==> config.mk <==
export PLATFORM = sky130hd
export DESIGN_NAME = rslfs_top
export DESIGN_NICKNAME = d
export VERILOG_FILES = /design/src/rslfs_pkg.sv /design/src/rslfs_top.sv
export SDC_FILE = /design/constraint.sdc
export NUM_CORES = 1
export LEC_CHECK = 0
export BUFFER_PORTS_ARGS = -buffer_cell sky130_fd_sc_hd__buf_2
export CAP_MARGIN = 10
export CORE_UTILIZATION = 41
export CTS_CLUSTER_DIAMETER = 30
export DETAILED_ROUTE_END_ITERATION = 8
export PLACE_DENSITY = 0.77
export SYNTH_ARGS = -nofsm -noshare
export SYNTH_HDL_FRONTEND = slang
export SYNTH_SLANG_ARGS = --single-unit
==> constraint.sdc <==
create_clock -name sys_clk -period 2.35 [get_ports sys_clk]
set_clock_uncertainty 0.05 [all_clocks]
set_input_delay 0.1175 -clock sys_clk [delete_from_list [all_inputs] [get_ports sys_clk]]
set_output_delay 0.1175 -clock sys_clk [all_outputs]
set_load 0.03 [all_outputs]
==> src/rslfs_pkg.sv <==
// Purpose: Shared constants and types for the link fault reconciliation block
// Assumes: One 32-bit column (4 lanes) per clock, lane 0 in bits 7:0
// Notes:   Register byte address is four times the register index
package rslfs_pkg;

    ////////////////////////////////////////////////////////////////////////////////
    // Register map
    localparam logic [11:0] RSLFS_CFG_IDX      = 12'h405;
    localparam logic [13:0] RSLFS_CFG_ADDR     = {RSLFS_CFG_IDX, 2'b00};
    localparam logic [13:0] RSLFS_STAT_ADDR    = 14'h1018;
    localparam logic [13:0] RSLFS_MASK_ADDR    = 14'h101c;
    localparam logic [13:0] RSLFS_STATE_ADDR   = 14'h1020;
    localparam int          RSLFS_ADDR_W       = 14;

    // Configuration field positions and values
    localparam int          RSLFS_CFG_GEN_BIT  = 0;
    localparam int          RSLFS_CFG_UNI_BIT  = 1;
    localparam logic [1:0]  RSLFS_MODE_BIDIR   = 2'b01;
    localparam logic [1:0]  RSLFS_MODE_UNIDIR  = 2'b11;
    localparam logic [1:0]  RSLFS_CFG_RESET    = 2'b00;

    // Event bits in status and mask
    localparam int          RSLFS_EV_LOCAL     = 0;
    localparam int          RSLFS_EV_REMOTE    = 1;
    localparam int          RSLFS_EV_OK        = 2;
    localparam int          RSLFS_EV_W         = 3;
    localparam logic [2:0]  RSLFS_EV_RESET     = 3'h0;

    ////////////////////////////////////////////////////////////////////////////////
    // Column coding
    localparam logic [7:0]  RSLFS_SEQ_CHAR     = 8'h9c;
    localparam logic [7:0]  RSLFS_IDLE_CHAR    = 8'h07;
    localparam logic [7:0]  RSLFS_LOCAL_CODE   = 8'h01;
    localparam logic [7:0]  RSLFS_REMOTE_CODE  = 8'h02;
    localparam logic [3:0]  RSLFS_SEQ_CTRL     = 4'h1;
    localparam logic [3:0]  RSLFS_IDLE_CTRL    = 4'hf;
    localparam logic [31:0] RSLFS_IDLE_COL     = 32'h07070707;
    localparam logic [31:0] RSLFS_RF_COL       = 32'h0200009c;

    // Column counts
    localparam logic [7:0]  RSLFS_COL_WINDOW   = 8'd128;
    localparam logic [2:0]  RSLFS_SEQ_NEEDED   = 3'd4;

    // Link fault state
    typedef enum logic [2:0] {
        RSLFS_OK     = 3'b001,
        RSLFS_LOCAL  = 3'b010,
        RSLFS_REMOTE = 3'b100
    } rslfs_fault_type;

endpackage : rslfs_pkg

==> src/rslfs_top.sv <==
// Purpose: Reconciliation fault logic between MAC and PCS lanes, AHB-Lite registers
// Assumes: Receive and transmit MAC sides share sys_clk; lanes come from same-clock logic
// Notes:   Reads take one wait state, writes none; response always OKAY
//
// Operation
// RULE1: Fault signaling off until config bit zero set
// RULE2: Bidirectional mode sends remote fault on local fault
// RULE3: Bidirectional mode sends idle during remote fault
// RULE4: Unidirectional mode inserts fault sets into gaps
// RULE5: Received fault sequence sets matching status flag
// RULE6: Over 127 valid columns clear fault status
// RULE7: Four same-value sequences, under 128 apart, set fault
// RULE8: 128 columns without fault sequence return OK
// RULE9: Status follows receive side, ignores configuration
// RULE10: Unidirectional enable output mirrors config bit one
// RULE11: Generation enable output mirrors config bit zero
// RULE12: Watch receive lanes, drive transmit lanes
// RULE13: Reset clears status and leaves link OK
`timescale 1ns/100ps

module rslfs_top
    import rslfs_pkg::*;
(
    input  wire logic        sys_clk,
    input  wire logic        rst,
    // AHB-Lite slave
    input  wire logic        hsel,
    input  wire logic [31:0] haddr,
    input  wire logic [1:0]  htrans,
    input  wire logic        hwrite,
    input  wire logic [2:0]  hsize,
    input  wire logic        hready,
    input  wire logic [31:0] hwdata,
    output logic      [31:0] hrdata,
    output logic             hreadyout,
    output logic             hresp,
    output logic             irq,
    // Receive lanes from PCS
    input  wire logic [31:0] rx_d,
    input  wire logic [3:0]  rx_c,
    // Transmit lanes from MAC and toward PCS
    input  wire logic [31:0] mac_tx_d,
    input  wire logic [3:0]  mac_tx_c,
    output logic      [31:0] tx_d,
    output logic      [3:0]  tx_c,
    // Fault status and enables
    output logic             remote_fault_status,
    output logic             local_fault_status,
    output logic             unidirectional_en,
    output logic             link_fault_gen_en
);

    ////////////////////////////////////////////////////////////////////////////////
    // Registers
    // Every output comes straight from one of these flops, so neither
    // side sees a combinational path through the block
    logic [1:0]            cfg_q;
    logic [RSLFS_EV_W-1:0] stat_q;
    logic [RSLFS_EV_W-1:0] stat_d;
    logic [RSLFS_EV_W-1:0] mask_q;
    logic                  irq_q;
    logic [31:0]           hrdata_q;
    logic                  hready_q;
    logic                  hresp_q;
    logic                  wr_pend_q;
    logic                  rd_pend_q;
    logic [RSLFS_ADDR_W-1:0] addr_q;

    // Receive tracking
    // The newest fault value is kept, so a differing value
    // restarts the run instead of extending it
    rslfs_fault_type       fault_q;
    rslfs_fault_type       fault_d;
    rslfs_fault_type       last_seq_q;
    logic [2:0]            seq_cnt_q;
    logic [2:0]            seq_cnt_d;
    logic [7:0]            col_cnt_q;
    logic [7:0]            col_cnt_d;
    logic                  rf_stat_q;
    logic                  lf_stat_q;

    // Transmit lanes
    // One column of latency on the transmit path in every mode
    logic [31:0]           tx_d_q;
    logic [3:0]            tx_c_q;
    logic                  uni_q;
    logic                  gen_q;

    ////////////////////////////////////////////////////////////////////////////////
    // Receive column decode
    wire logic             seq_col;
    wire logic             rx_local;
    wire logic             rx_remote;
    wire rslfs_fault_type  rx_value;
    wire logic             same_run;
    wire logic             window_done;
    wire logic             fault_col;

    // Sequence set: control in lane 0 only, zero in lanes 1 and 2
    assign seq_col   = (rx_c == RSLFS_SEQ_CTRL) && (rx_d[7:0] == RSLFS_SEQ_CHAR)
                       && (rx_d[23:8] == 16'h0000);                                 // RULE12
    assign rx_local  = seq_col && (rx_d[31:24] == RSLFS_LOCAL_CODE);               // RULE5
    assign rx_remote = seq_col && (rx_d[31:24] == RSLFS_REMOTE_CODE);              // RULE5
    // Other codes in lane 3 count as valid data
    assign fault_col = rx_local || rx_remote;
    assign rx_value  = rx_remote ? RSLFS_REMOTE : RSLFS_LOCAL;
    // A run continues only with same value and a gap under 128 columns
    assign same_run  = (rx_value == last_seq_q) && (col_cnt_q < RSLFS_COL_WINDOW)
                       && (seq_cnt_q != 3'd0);                                      // RULE7
    // The 128th column without a fault set closes the window; a fault
    // set in that same column keeps both flags and the state
    assign window_done = !fault_col && (col_cnt_q == RSLFS_COL_WINDOW - 8'd1);      // RULE6

    // Next state of the fault tracker
    always_comb begin
        // Hold by default; only fault sets and a closed window move it
        fault_d   = fault_q;
        seq_cnt_d = seq_cnt_q;
        col_cnt_d = col_cnt_q;
        if (rx_local || rx_remote) begin
            col_cnt_d = 8'd0;
            // Count saturates at four; more sets of one value change nothing
            seq_cnt_d = same_run ? seq_cnt_q + 3'd1 : 3'd1;                         // RULE7
            if (seq_cnt_d >= RSLFS_SEQ_NEEDED) begin
                seq_cnt_d = RSLFS_SEQ_NEEDED;
                fault_d   = rx_value;                                               // RULE7
            end
        end else if (col_cnt_q != RSLFS_COL_WINDOW) begin
            col_cnt_d = col_cnt_q + 8'd1;
            if (window_done) begin
                fault_d   = RSLFS_OK;                                               // RULE8
                seq_cnt_d = 3'd0;
            end
        end
    end

    // Fault tracker state; saturating column counter keeps a long quiet link idle
    // Reset leaves the counter saturated, so no window closes and no
    // OK event is raised in the first columns after reset
    always_ff @(posedge sys_clk or posedge rst) begin
        if (rst) begin
            fault_q    <= RSLFS_OK;                                                 // RULE13
            last_seq_q <= RSLFS_OK;
            seq_cnt_q  <= 3'd0;
            col_cnt_q  <= RSLFS_COL_WINDOW;
        end else begin
            fault_q    <= fault_d;
            seq_cnt_q  <= seq_cnt_d;
            col_cnt_q  <= col_cnt_d;
            if (rx_local || rx_remote) begin
                last_seq_q <= rx_value;
            end
        end
    end

    // Real-time status flags, independent of configuration
    // One quiet counter serves both flags: a steady run of one fault
    // value also holds the other flag, as fault columns are not data
    always_ff @(posedge sys_clk or posedge rst) begin
        if (rst) begin
            rf_stat_q <= 1'b0;                                                      // RULE13
            lf_stat_q <= 1'b0;                                                      // RULE13
        end else begin
            if (rx_remote) begin
                rf_stat_q <= 1'b1;                                                  // RULE9
            end else if (window_done) begin
                rf_stat_q <= 1'b0;                                                  // RULE6
            end
            if (rx_local) begin
                lf_stat_q <= 1'b1;                                                  // RULE9
            end else if (window_done) begin
                lf_stat_q <= 1'b0;                                                  // RULE6
            end
        end
    end

    ////////////////////////////////////////////////////////////////////////////////
    // Transmit column selection
    wire logic [1:0]       mode;
    wire logic             tx_idle_col;
    wire logic             send_rf;
    wire logic             send_idle;

    // Both configuration bits select the mode together
    assign mode        = cfg_q;
    // A gap is a full idle column from the MAC
    assign tx_idle_col = (mac_tx_c == RSLFS_IDLE_CTRL) && (mac_tx_d == RSLFS_IDLE_COL);
    // Bidirectional mode replaces all traffic; unidirectional only fills gaps
    assign send_rf     = (fault_q == RSLFS_LOCAL)
                         && ((mode == RSLFS_MODE_BIDIR)                             // RULE2
                             || ((mode == RSLFS_MODE_UNIDIR) && tx_idle_col));      // RULE4
    // A remote fault holds frames back only in bidirectional mode
    assign send_idle   = (fault_q == RSLFS_REMOTE) && (mode == RSLFS_MODE_BIDIR);  // RULE3

    // Transmit lanes; with bit zero clear MAC traffic passes untouched
    // Columns are replaced whole; lanes are never mixed
    always_ff @(posedge sys_clk or posedge rst) begin
        if (rst) begin
            tx_d_q <= RSLFS_IDLE_COL;
            tx_c_q <= RSLFS_IDLE_CTRL;
        end else if (send_rf) begin
            tx_d_q <= RSLFS_RF_COL;                                                 // RULE1
            tx_c_q <= RSLFS_SEQ_CTRL;
        end else if (send_idle) begin
            tx_d_q <= RSLFS_IDLE_COL;                                               // RULE1
            tx_c_q <= RSLFS_IDLE_CTRL;
        end else begin
            tx_d_q <= mac_tx_d;                                                     // RULE12
            tx_c_q <= mac_tx_c;
        end
    end

    // Enable outputs copied from configuration
    // One cycle behind the register, like every other output
    always_ff @(posedge sys_clk or posedge rst) begin
        if (rst) begin
            uni_q <= 1'b0;
            gen_q <= 1'b0;
        end else begin
            uni_q <= cfg_q[RSLFS_CFG_UNI_BIT];                                      // RULE10
            gen_q <= cfg_q[RSLFS_CFG_GEN_BIT];                                      // RULE11
        end
    end

    ////////////////////////////////////////////////////////////////////////////////
    // AHB-Lite slave
    // Only whole words are expected; hsize is not decoded. Address bits
    // above bit 13 are ignored, so the map repeats through the space
    wire logic             addr_phase;
    wire logic             wr_cfg;
    wire logic             wr_stat;
    wire logic             wr_mask;
    wire logic [31:0]      rd_mux;
    wire logic [RSLFS_EV_W-1:0] events;
    wire logic [RSLFS_EV_W-1:0] clr_bits;
    wire logic [31:0]      state_word;

    assign addr_phase = hsel && htrans[1] && hready;
    assign wr_cfg     = wr_pend_q && (addr_q == RSLFS_CFG_ADDR);
    assign wr_stat    = wr_pend_q && (addr_q == RSLFS_STAT_ADDR);
    assign wr_mask    = wr_pend_q && (addr_q == RSLFS_MASK_ADDR);
    // Write data stands one cycle after its address phase
    assign clr_bits   = wr_stat ? hwdata[RSLFS_EV_W-1:0] : RSLFS_EV_RESET;
    // State word: flags in bits 1:0, link state one-hot in bits 6:4
    assign state_word = {24'h000000, 1'b0, fault_q, 2'b00, rf_stat_q, lf_stat_q};

    // Read decode; unmapped addresses read zero
    // The address is taken in the address phase, used a cycle later
    assign rd_mux = (addr_q == RSLFS_CFG_ADDR)   ? {30'h00000000, cfg_q} :
                    (addr_q == RSLFS_STAT_ADDR)  ? {29'h00000000, stat_q} :
                    (addr_q == RSLFS_MASK_ADDR)  ? {29'h00000000, mask_q} :
                    (addr_q == RSLFS_STATE_ADDR) ? state_word : 32'h00000000;

    // Bus phase tracking; one read wait state lets a preceding write land first
    // Ready drops only in the cycle after a read address phase
    always_ff @(posedge sys_clk or posedge rst) begin
        if (rst) begin
            wr_pend_q <= 1'b0;
            rd_pend_q <= 1'b0;
            addr_q    <= '0;
            hready_q  <= 1'b1;
            hresp_q   <= 1'b0;
        end else begin
            wr_pend_q <= addr_phase && hwrite;
            rd_pend_q <= addr_phase && !hwrite;
            hready_q  <= !(addr_phase && !hwrite);
            hresp_q   <= 1'b0;
            if (addr_phase) begin
                addr_q <= haddr[RSLFS_ADDR_W-1:0];
            end
        end
    end

    // Read data captured in the wait cycle
    // Holds until the next read completes
    always_ff @(posedge sys_clk or posedge rst) begin
        if (rst) begin
            hrdata_q <= 32'h00000000;
        end else if (rd_pend_q) begin
            hrdata_q <= rd_mux;
        end
    end

    // Configuration and mask registers
    // Writes to unmapped or read-only words are dropped
    always_ff @(posedge sys_clk or posedge rst) begin
        if (rst) begin
            cfg_q  <= RSLFS_CFG_RESET;                                              // RULE1
            mask_q <= RSLFS_EV_RESET;
        end else begin
            if (wr_cfg) begin
                cfg_q <= hwdata[1:0];
            end
            if (wr_mask) begin
                mask_q <= hwdata[RSLFS_EV_W-1:0];
            end
        end
    end

    ////////////////////////////////////////////////////////////////////////////////
    // Sticky events; a set in the clearing cycle wins
    // Events come from the state change, so each entry is caught once
    assign events[RSLFS_EV_LOCAL]  = (fault_d == RSLFS_LOCAL)  && (fault_q != RSLFS_LOCAL);
    assign events[RSLFS_EV_REMOTE] = (fault_d == RSLFS_REMOTE) && (fault_q != RSLFS_REMOTE);
    assign events[RSLFS_EV_OK]     = (fault_d == RSLFS_OK)     && (fault_q != RSLFS_OK);

    // A status bit clears only where a one is written
    genvar gi;
    generate
        for (gi = 0; gi < RSLFS_EV_W; gi++) begin : g_stat
            assign stat_d[gi] = events[gi] | (stat_q[gi] & ~clr_bits[gi]);
        end
    endgenerate

    // Status and interrupt flops
    // The interrupt follows next status so it rises with the bit; a new
    // mask value takes effect one cycle after it is written
    always_ff @(posedge sys_clk or posedge rst) begin
        if (rst) begin
            stat_q <= RSLFS_EV_RESET;
            irq_q  <= 1'b0;
        end else begin
            stat_q <= stat_d;
            irq_q  <= |(stat_d & mask_q);
        end
    end

    ////////////////////////////////////////////////////////////////////////////////
    // Outputs
    // Plain wires from flops; no logic between flop and pin
    assign hrdata              = hrdata_q;
    assign hreadyout           = hready_q;
    assign hresp               = hresp_q;
    assign irq                 = irq_q;
    assign tx_d                = tx_d_q;
    assign tx_c                = tx_c_q;
    assign remote_fault_status = rf_stat_q;
    assign local_fault_status  = lf_stat_q;
    assign unidirectional_en   = uni_q;
    assign link_fault_gen_en   = gen_q;

endmodule : rslfs_top

# Yosys cells after proc, flatten, opt, wreduce, memory -nomap -nowiden
# Index checks and enable logic that the tools add are counted.
# W data, S select, Z words.
totals:
  reg_bits: 115
op_classes:
  addsub: 2
  n_lt_le_gt_ge: 2
  eq_ne: 23
  mux: 24
  n_bitwise: 10
  n_reduce_logical: 34
op_table:
  columns: ["operator", "count"]
  rows:
  - ["$mux W32", 2]
  - ["$eq A14 B13 Y1 const B", 4]
  - ["$mux W3", 11]
  - ["$eq A32 B27 Y1 const B", 1]
  - ["$mux W7", 4]
  - ["$logic_and A1 B1 Y1", 21]
  - ["$logic_not A16 Y1", 1]
  - ["$mux W8", 2]
  - ["$add A8 B1 Y8 const B", 1]
  - ["$eq A8 B1 Y1 const B", 1]
  - ["$eq A8 B2 Y1 const B", 1]
  - ["$eq A8 B7 Y1 const B", 1]
  - ["$eq A8 B8 Y1 const B", 1]
  - ["$lt A8 B8 Y1 const B", 1]
  - ["$mux W4", 2]
  - ["$ne A8 B8 Y1 const B", 1]
  - ["$reduce_bool A2 Y1", 4]
  - ["$eq A3 B2 Y1 const B", 2]
  - ["$eq A3 B3 Y1 const B", 2]
  - ["$eq A4 B1 Y1 const B", 1]
  - ["$eq A4 B4 Y1 const B", 1]
  - ["$add A3 B1 Y3 const B", 1]
  - ["$and A1 B1 Y1", 3]
  - ["$and A3 B3 Y3", 1]
  - ["other kinds (16)", 25]

# Depth between registers and ports, before layout
# Gate-level depths: netlist of run 1.
depth:
  word_depth: 17
  ltp_mapped: 10
  ltp_nobuf: 10

# Least setup slack after synthesis of run 1
# No wires, ideal clock.
synth_timing:
  kind: "register to register"
  from: "register seq_cnt_q[0]"
  to: "register irq_q, in the netlist irq"
  setup_time_ns: 0.126
  t_arrival_ns: 2.032
  t_required_ns: 2.174
  setup_slack_ns: 0.142
  stages_incl_launch_ff: 10
  cell_sequence: "dfrtp_1 > inv_1 > ha_1 > nor3b_1 > o211ai_1 > nor4_1 > nor2_1 > a22oi_1 > o31ai_4 > a221o_1"
synth_via:
  elab_chain_cells: 11
  elab_cells_between_ends: 18
  cone_classes: "add/sub (1); order compare (1); eq/ne (3); mux (3); bitwise (4); reduce/logical (6)"
synth_rtl:
  columns: ["item", "line_no", "text"]
  rows:
  - ["from (decl)", "rslfs_top.sv:75", "logic [2:0] seq_cnt_q;"]
  - ["from (signal assigned)", "rslfs_top.sv:148", "seq_cnt_q <= seq_cnt_d;"]
  - ["parallel branches: the longest is 2 deep, another holds $add A3 B1 Y3", null, null]
  - ["$mux W3 (*)", "rslfs_top.sv:123", "seq_cnt_d = same_run ? seq_cnt_q + 3'd1 : 3'd1;"]
  - ["$ge A3 B3 Y1 (*)", "rslfs_top.sv:124", "if (seq_cnt_d >= RSLFS_SEQ_NEEDED) begin"]
  - ["$mux W3 (*)", "rslfs_top.sv:124", null]
  - ["$mux W3 (*)", "rslfs_top.sv:120", "if (rx_local || rx_remote) begin"]
  - ["$eq A3 B1 Y1 (*)", "rslfs_top.sv:305", "assign events[RSLFS_EV_OK] = (fault_d == RSLFS_OK) && (fault_q != RSLFS_OK);"]
  - ["$logic_and A1 B1 Y1 (*)", "rslfs_top.sv:305", null]
  - ["$or A1 B1 Y1 (*)", "rslfs_top.sv:311", "assign stat_d[gi] = events[gi] | (stat_q[gi] & ~clr_bits[gi]);"]
  - ["net stat_d[2]", "rslfs_top.sv:59", "logic [RSLFS_EV_W-1:0] stat_d;"]
  - ["$and A3 B3 Y3 (*)", "rslfs_top.sv:324", "irq_q <= |(stat_d & mask_q);"]
  - ["$reduce_or A3 Y1 (*)", "rslfs_top.sv:324", null]
  - ["to (signal assigned)", "rslfs_top.sv:324", null]
  - ["to (decl)", "rslfs_top.sv:61", "logic irq_q;"]
# Mark *: on every way through the listed nets, which the timed path passes.
# A chain may end at the register's enable or synchronous reset.

# Worst setup path after layout of run 1
layout_timing:
  from: "register seq_cnt_q[0]"
  to: "register irq_q, in the netlist irq"
layout_via:
  elab_chain_cells: 11
  elab_cells_between_ends: 18
  cone_classes: "add/sub (1); order compare (1); eq/ne (3); mux (3); bitwise (4); reduce/logical (6)"
layout_rtl:
  columns: ["item", "line_no", "text"]
  rows:
  - ["parallel branches: the longest is 2 deep, another holds $add A3 B1 Y3", null, null]
  - ["$mux W3 (*)", "rslfs_top.sv:123", null]
  - ["$ge A3 B3 Y1 (*)", "rslfs_top.sv:124", null]
  - ["$mux W3 (*)", "rslfs_top.sv:124", null]
  - ["$mux W3 (*)", "rslfs_top.sv:120", null]
  - ["net fault_d[1]", "rslfs_top.sv:73", "rslfs_fault_type fault_d;"]
  - ["$eq A3 B1 Y1 (*)", "rslfs_top.sv:305", null]
  - ["$logic_and A1 B1 Y1 (*)", "rslfs_top.sv:305", null]
  - ["$or A1 B1 Y1 (*)", "rslfs_top.sv:311", null]
  - ["net stat_d[2]", "rslfs_top.sv:59", null]
  - ["$and A3 B3 Y3 (*)", "rslfs_top.sv:324", null]
  - ["$reduce_or A3 Y1 (*)", "rslfs_top.sv:324", null]
# Marks and branches as above.

==> metrics.md, run 1 <==
| Metric | Value |
|---|---|
| Outcome | completed |
| Clock-pin slew on the worst setup and hold paths | 90 ps |
| Leading area contributor after synthesis | dfrtp_1 |
| Slew margin rel. | 54.9% |
| Synth top cells by count | dfrtp_1 (69), nor2_1 (57), buf_4 (27) |
| Net Sw Power | 876 µW |
| Unrepaired setup endpoints after global routing | true |
| Detailed Route WL | 10.6 mm |
| Final Cell Area | 0.00581 mm² |
| Initial antenna violation count | 0 |
| Fillers | 809 |
| Reg-to-Reg Start | seq_cnt_q[0] |
| Startpoint types | flop |
| Setup Viol. Count Final | 0 |
| Sink Count | 89 |
| Mapped cell area | 0.00421 mm² |
| Crit Path Class | flop to flop |
| H-Tree Depth | 3 |
| Worst hold stages | 3 |
| EDFF count, synth | 0 |
| Buffer count from post-CTS setup fixing | 0 |
| Reg area | 0.00225 mm² |
| Final Critical Period | 2210 ps |
| Mapped Cells | 400 |
| Largest net degree at the start of global routing | 90 |
| Seq/Total Area, Yosys | 53.5% |
| Distinct cells, synth | 57 |
| Layout cell share with drive strength beyond 1 | 37.9% |
| Seq pwr share | 53.7% |
| Congestion Overflow GR | 0 |
| Global router's overall resource usage | 20.4% |
| First-pass GRT wire length | 16.6 mm |
| Synth warn | 0 |
| Final hold violation count | 0 |
| Tcrit/Tclk final | 94.1% |
| Simple-gate share of the synthesized area | 22.5% |
| Effective utilization at floorplan | 42.7% |
| Net count, final | 762 |
| Synth Area in XOR/XNOR | 1.25% |
| Clock share of power | 30.3% |
| Core Footprint | 0.00986 mm² |
| Die width | 103 µm |
| Post-synthesis compound-gate area fraction | 7.64% |
| Fmax | 452 MHz |
| RePlAce Congestion | 0.867 |
| Internal Power | 2240 µW |
| Vias in the first global route | 3797 |
| Ant. Diodes | 0 |
| Pwr Total | 3120 µW |
| Largest fanout on the critical path | 4 |
| Row cnt | 36 |
| Comb pwr share | 16.0% |
| Crit-path cells | inv_1 -> ha_1 -> nor3b_2 -> o2111ai_1 -> nand3_1 -> o21ai_0 -> a21oi_2 -> inv_1 -> o31ai_4 -> a221o_1 |
| Critical path's slowest cell | dfrtp_1 |
| Synth async-reset ratio | 100% |
| Slew at the pin closest to its max-slew limit | 675 ps |
| Hold crit path type | input port to flop |
| Synth top area share | 41.0% |
| CTS root buffer | clkbuf_8 |
| R2R Path End | irq |
| Worst VDD drop | 0.351 mV |
| Die area | 0.0107 mm² |
| Synth Area in Adders | 1.19% |
| PD cells | 536 mW/mm² |
| Clock Latency Late Sink | 350 ps |
| Reg2reg path depth | 10 |
| CTS tree | yes |
| Post-Place Cell Area | 0.00506 mm² |
| Crit path DAT | 2450 ps |
| Hold Crit Start | mac_tx_d[7] |
| Max-cap violations | 0 |
| Multi-input gate area | 0.00175 mm² |
| TritonCTS Buffers | 9 |
| WHS Endpoint | tx_d[7] |
| Detailed Route Iter0 Violations | 221 |
| Most frequent CP cell | inv_1 |
| Via-to-Cell Ratio | 4.91 |
| Most frequent cell after synthesis | dfrtp_1 |
| Antenna-violating nets left | 0 |
| CP Capture Type | flop |
| Primary FF master, synth | dfrtp_1 |
| DRC | 0 |
| Syn Area/Cell | 10.5 µm² |
| Dpl hpwl | 7.49 mm |
| Post-synthesis mux area share | 6.16% |
| Worst EP required | 2590 ps |
| Boundary pin count | 221 |
| Leak | 0.00274 µW |
| Critical Path Max Stage Delay | 400 ps |
| Clock Path Buffers | 2 |
| Die Ht | 103 µm |
| Fin. max-slew vios | 0 |
| Reg2reg setup slack | 140 ps |
| Initial DRT Pass Iterations | 5 |
| Switching part of the total | 28.1% |
| WL per Instance | 14.2 µm |
| IO Port Bufs | 142 |
| Area Growth Syn to Fin | 38.1% |
| Combinational family with the most area after synthesis | simple AND/OR/NAND/NOR gates |
| Top cells by area, synth | dfrtp_1 (41%), dfstp_2 (12%), mux2_2 (6.2%) |
| Register bit total from synthesis | 89 |
| Vias | 3685 |
flip-flops by register name (all words and copies together), names as in the netlist:
| register | cells |
|---|---|
| cfg_q | 2 |
| last_seq_q | 3 |
| unidirectional_en | 1 |
| addr_q | 14 |
| col_cnt_q | 8 |
| rd_pend_q | 1 |
| local_fault_status | 1 |
| tx_d | 32 |
| remote_fault_status | 1 |
| seq_cnt_q | 3 |
| hrdata | 6 |
| tx_c | 4 |
| hreadyout | 1 |
| irq | 1 |
| link_fault_gen_en | 1 |
| wr_pend_q | 1 |
| mask_q | 3 |
| stat_q | 3 |
| fault_q | 3 |
cell usage in the layout, fill, tap and decap left out, types with 3 or more instances in the layout:
| cell type | n |
|---|---|
| dfstp_2 | 20 |
| o21ai_0 | 16 |
| conb_1 | 27 |
| inv_1 | 20 |
| dlygate4sd3_1 | 55 |
| nor4_1 | 14 |
| nor2b_1 | 6 |
| clkinv_4 | 3 |
| a21oi_1 | 6 |
| dfrtp_1 | 69 |
| mux2_2 | 23 |
| ha_1 | 4 |
| clkbuf_8 | 9 |
| nand3_1 | 18 |
| or3_1 | 3 |
| xor2_1 | 3 |
| nand4_1 | 3 |
| buf_4 | 13 |
| and2_1 | 17 |
| nor4bb_1 | 4 |
| nand2_1 | 23 |
| nor3_1 | 8 |
| nor2_1 | 55 |
| buf_2 | 142 |
| xnor2_1 | 3 |
power groups by stage:
stage | Combinational, µW | Clock, µW | Sequential [µW]
floorplan | 225 | 0 | 1760
global placement | 416 | 0 | 1690
detailed placement | 426 | 0 | 1700
CTS | 498 | 980 | 1670
global route | 546 | 1060 | 1690
finish | 499 | 944 | 1670
worst max path at each step:
stage | start | endpoint | slack, ps | depth (start not counted)
after CTS | seq_cnt_q[0] | irq | 10 | 10
after detailed placement | seq_cnt_q[0] | irq | -130 | 11
after global routing | seq_cnt_q[0] | irq | -30 | 9
after floorplan | seq_cnt_q[0] | irq | 140 | 9
final | seq_cnt_q[0] | irq | 140 | 10
after global placement | seq_cnt_q[0] | irq | -40 | 10
timing repair:
item                                   in CTS  in global routing
setup endpoints to repair                   2                 13
endpoints found under the hold margin     128                  0
resized for setup                           2                  5
hold buffers                               55                  0
pin swaps                                   0                  3
worst max-delay path: cells and delay by family, from the launching register on:
kind	cells	cell delay, ps
AOI/OAI and AO/OA	5	940
adders and majority gates	1	220
buffers and inverters	2	170
DFF	1	400
and+or+nand+nor	2	390
per-layer routing:
layer	up-vias	GRT usage [%]	part of all wire [%]
met5	-	0	0
met4	0	10.9	3.0
met3	28	4.17	6.5
met2	145	37.4	49
met1	1759	22.1	41
li1	1753	-	-
cell type report:
type	count	share of cell area, %
clock buffers	9	2.13
clock inverters	7	0.926
inverters	21	1.42
multi-input cells	280	30.2
flip-flops and latches	89	38.8
well taps	133	2.86
repair buffers	211	23.7
kinds of logic after synthesis:
group,after synthesis
AO/OA/AOI/OAI,45
other,1
XOR/XNOR,6
multiplexers,23
adder cells (fa/ha/maj),4
AND/OR/NAND/NOR,175
flip-flops,89
buffers and inverters,57
stage by stage:
step | std cells | setup slack [ps] | setup TNS, ps | util, % | hold WS [ps]
after global routing | 750 | -30.2 | -30.2 | 58.9 | 58.6
after CTS | 750 | 12.8 | 0 | 58.8 | 22.1
after floorplan | 426 | 142 | 0 | - | 162
final | 750 | 138 | 0 | 58.9 | 44.5
after global placement | 679 | -39.9 | -39.9 | 51.3 | 234
after detailed placement | 679 | -126 | -126 | 51.3 | 233
(Power assumes the default switching activity.)
==> run 2, diff against run 1 <==
--- a/config.mk
+++ b/config.mk
@@ -5,12 +5,15 @@
 export SDC_FILE = /design/constraint.sdc
 export NUM_CORES = 1
 export LEC_CHECK = 0
+export ABC_AREA = 1
 export BUFFER_PORTS_ARGS = -buffer_cell sky130_fd_sc_hd__buf_2
 export CAP_MARGIN = 10
-export CORE_UTILIZATION = 41
+export CORE_MARGIN = 2
+export CORE_UTILIZATION = 42
 export CTS_CLUSTER_DIAMETER = 30
 export DETAILED_ROUTE_END_ITERATION = 8
 export PLACE_DENSITY = 0.77
+export SETUP_SLACK_MARGIN = 0.4
 export SYNTH_ARGS = -nofsm -noshare
 export SYNTH_HDL_FRONTEND = slang
 export SYNTH_SLANG_ARGS = --single-unit
==> metrics.md, run 2 <==
| Metric | Value |
|---|---|
| Initial DRT Pass Iterations | 4 |
| Max layer used | met4 |
| TritonCTS Buffers | 9 |
| Tcrit/Tclk final | 83.2% |
| Synth async-reset ratio | 100% |
| Synth warn | 0 |
| Die width | 107 µm |
| Switching part of the total | 26.5% |
| Global router's overall resource usage | 20.4% |
| Slew at the pin closest to its max-slew limit | 783 ps |
| Crit Path Class | flop to flop |
| Final hold violation count | 1 |
| RePlAce Congestion | 0.872 |
| Post-Place Cell Area | 0.00526 mm² |
| H-Tree Depth | 3 |
| Ant. Diodes | 0 |
| Via-to-Cell Ratio | 4.66 |
| Most common cell after layout, fill and taps aside | buf_2 |
| Detailed Route WL | 11.4 mm |
| CP Capture Type | flop |
| Effective utilization at floorplan | 43.2% |
| Top cells by area, synth | dfrtp_1 (39%), dfstp_2 (12%), inv_1 (7.7%) |
| Clock Path Buffers | 2 |
| Synth top area share | 38.7% |
| Worst EP required | 2550 ps |
| Unrepaired setup endpoints after global routing | true |
| Initial antenna violation count | 0 |
| Area Growth Syn to Fin | 37.9% |
| Clock share of power | 35.3% |
| DRC | 0 |
| Final Critical Period | 1960 ps |
| Startpoint types | flop |
| Max-cap violations | 0 |
| Worst VDD drop | 0.427 mV |
| Most frequent cell after synthesis | inv_1 |
| Sum Neg Setup Slack | 0 ps |
| Clock Latency Late Sink | 360 ps |
| Vias | 4086 |
| Leading area contributor after synthesis | dfrtp_1 |
| Fin. max-slew vios | 0 |
| EDFF count, synth | 0 |
| Metal3 WL | 470 µm |
| Setup Viol. Count Final | 0 |
| First-pass GRT wire length | 18.6 mm |
| CTS tree | yes |
| Core Footprint | 0.0103 mm² |
| Most frequent cells in the layout | buf_2 (142), inv_1 (89), nor2_1 (73) |
| Mapped cell area | 0.00446 mm² |
| Final Cell Area | 0.00615 mm² |
| Clock-pin slew on the worst setup and hold paths | 90 ps |
| Setup ws final | 394 ps |
| Dpl hpwl | 7.87 mm |
| Crit path DAT | 2150 ps |
| PD cells | 543 mW/mm² |
| Largest net degree at the start of global routing | 52 |
| Fmax | 511 MHz |
| CTS root buffer | clkbuf_8 |
| Seq/Total Area, Yosys | 50.5% |
| Met2 routed WL | 6.19 mm |
| Hold crit path type | input port to flop |
| Mapped Cells | 525 |
| Congestion Overflow GR | 0 |
| WL per Instance | 13.1 µm |
| Register bit total from synthesis | 89 |
| Comb pwr share | 15.3% |
| Max FFs per register | 32 |
| Die Ht | 107 µm |
| Layout cell share with drive strength beyond 1 | 34.1% |
| Setup slack at placement | 199 ps |
| Seq pwr share | 49.4% |
| Row cnt | 37 |
| Slew margin rel. | 47.7% |
| Net count, final | 885 |
| Syn Area/Cell | 8.49 µm² |
| Hold slack | -2.12 ps |
| Outcome | complete, but fails checks |
| IO Port Bufs | 142 |
| Vias in the first global route | 4035 |
| Net Sw Power | 883 µW |
| Die area | 0.0115 mm² |
| Leak | 0.00321 µW |
| Distinct cells, synth | 40 |
| Synth top cells by count | inv_1 (91), nor2_1 (76), nand2_1 (74) |
| Sink Count | 89 |
| DRT met1 WL | 4.49 mm |
| Detailed Route Iter0 Violations | 175 |
| Failing checks | negative hold slack |
| Largest fanout on the critical path | 3 |
| Pwr Total | 3340 µW |
| Internal Power | 2450 µW |
| Boundary pin count | 221 |
| Primary FF master, synth | dfrtp_1 |
| Antenna-violating nets left | 0 |
==> run 2: cell count changes after synthesis, sizes merged, moves of 14 or more <==
cell   before  now
nand2      23   86
nand4       4   18
nor3        8   24
and2       17    0
nor2       57   80
inv        21   95
==> run 2: layout make-up <==
class | instances | area, µm²
flip-flops and latches | 89 | 2250
well taps | 136 | 170
inverters | 96 | 364
repair buffers | 210 | 1370
fillers | 864 | 4180
clock buffers | 10 | 138
clock inverters | 6 | 90.1
multi-input cells | 329 | 1760
==> run 2: what timing repair did <==
item | 4_1_cts | 5_1_grt
endpoints found under the hold margin | 66 | 0
cloned | 0 | 0
endpoints found under the setup margin | 4 | 24
pin swaps | 1 | 9
gates resized for setup | 5 | 10
buffers inserted | 4 | 8
hold buffers | 51 | 0
==> run 2: worst paths after layout <==
check,to,slack (ps),startpoint,cells past startpoint
worst max-delay path,irq,390,col_cnt_q[1],14
worst min-delay path,addr_q[3],-2,haddr[3],3
worst max register to register,irq,390,col_cnt_q[1],14
worst min register to register,link_fault_gen_en,400,cfg_q[0],0
max in group asynchronous,tx_d[10],1310,rst,4
min in group asynchronous,tx_d[7],240,rst,3
==> run 2: kinds of logic after synthesis <==
family,after synthesis,share of synthesized area (%)
simple gates,242,25.9
buf+inv,133,13.5
flops,89,50.5
compound gates,42,5.59
mux,10,2.53
fa+ha+maj,4,1.12
xor+xnor,4,0.786
other cells,1,0.0841
==> run 2: through the flow <==
stage,std cells,utilization (%)
6_report,876,59.5
5_1_grt,876,59.5
3_5_place_dp,797,51.0
4_1_cts,868,58.5
3_3_place_gp,797,51.0
2_1_floorplan,551,-
==> run 2: layer usage <==
metal  up-vias  track usage [%]
met5         -                0
met4         0             7.88
met3        27             4.07
met2       128             37.5
met1      1927             23.2
li1       2004                -
==> run 2: worst max-delay path, cell delays in order, from the launching register on <==
cell and delay [ps]:
dfrtp_1 410, ha_4 160, nand4_1 130, nor2_2 160
nand2_2 100, nor2_4 170, nand2_2 100, nand2_2 110
nand2_2 60, inv_2 60, nor2_2 30, nand3_1 90
nand2_1 70, nand2_1 90, nand3_2 60
==> run 2: power by group through the flow <==
stage | Sequential [µW] | Combinational [µW] | Clock [µW]
2_1_floorplan | 1740 | 244 | 0
3_3_place_gp | 1670 | 425 | 0
3_5_place_dp | 1680 | 438 | 0
4_1_cts | 1650 | 505 | 1190
5_1_grt | 1660 | 560 | 1260
6_report | 1650 | 510 | 1180
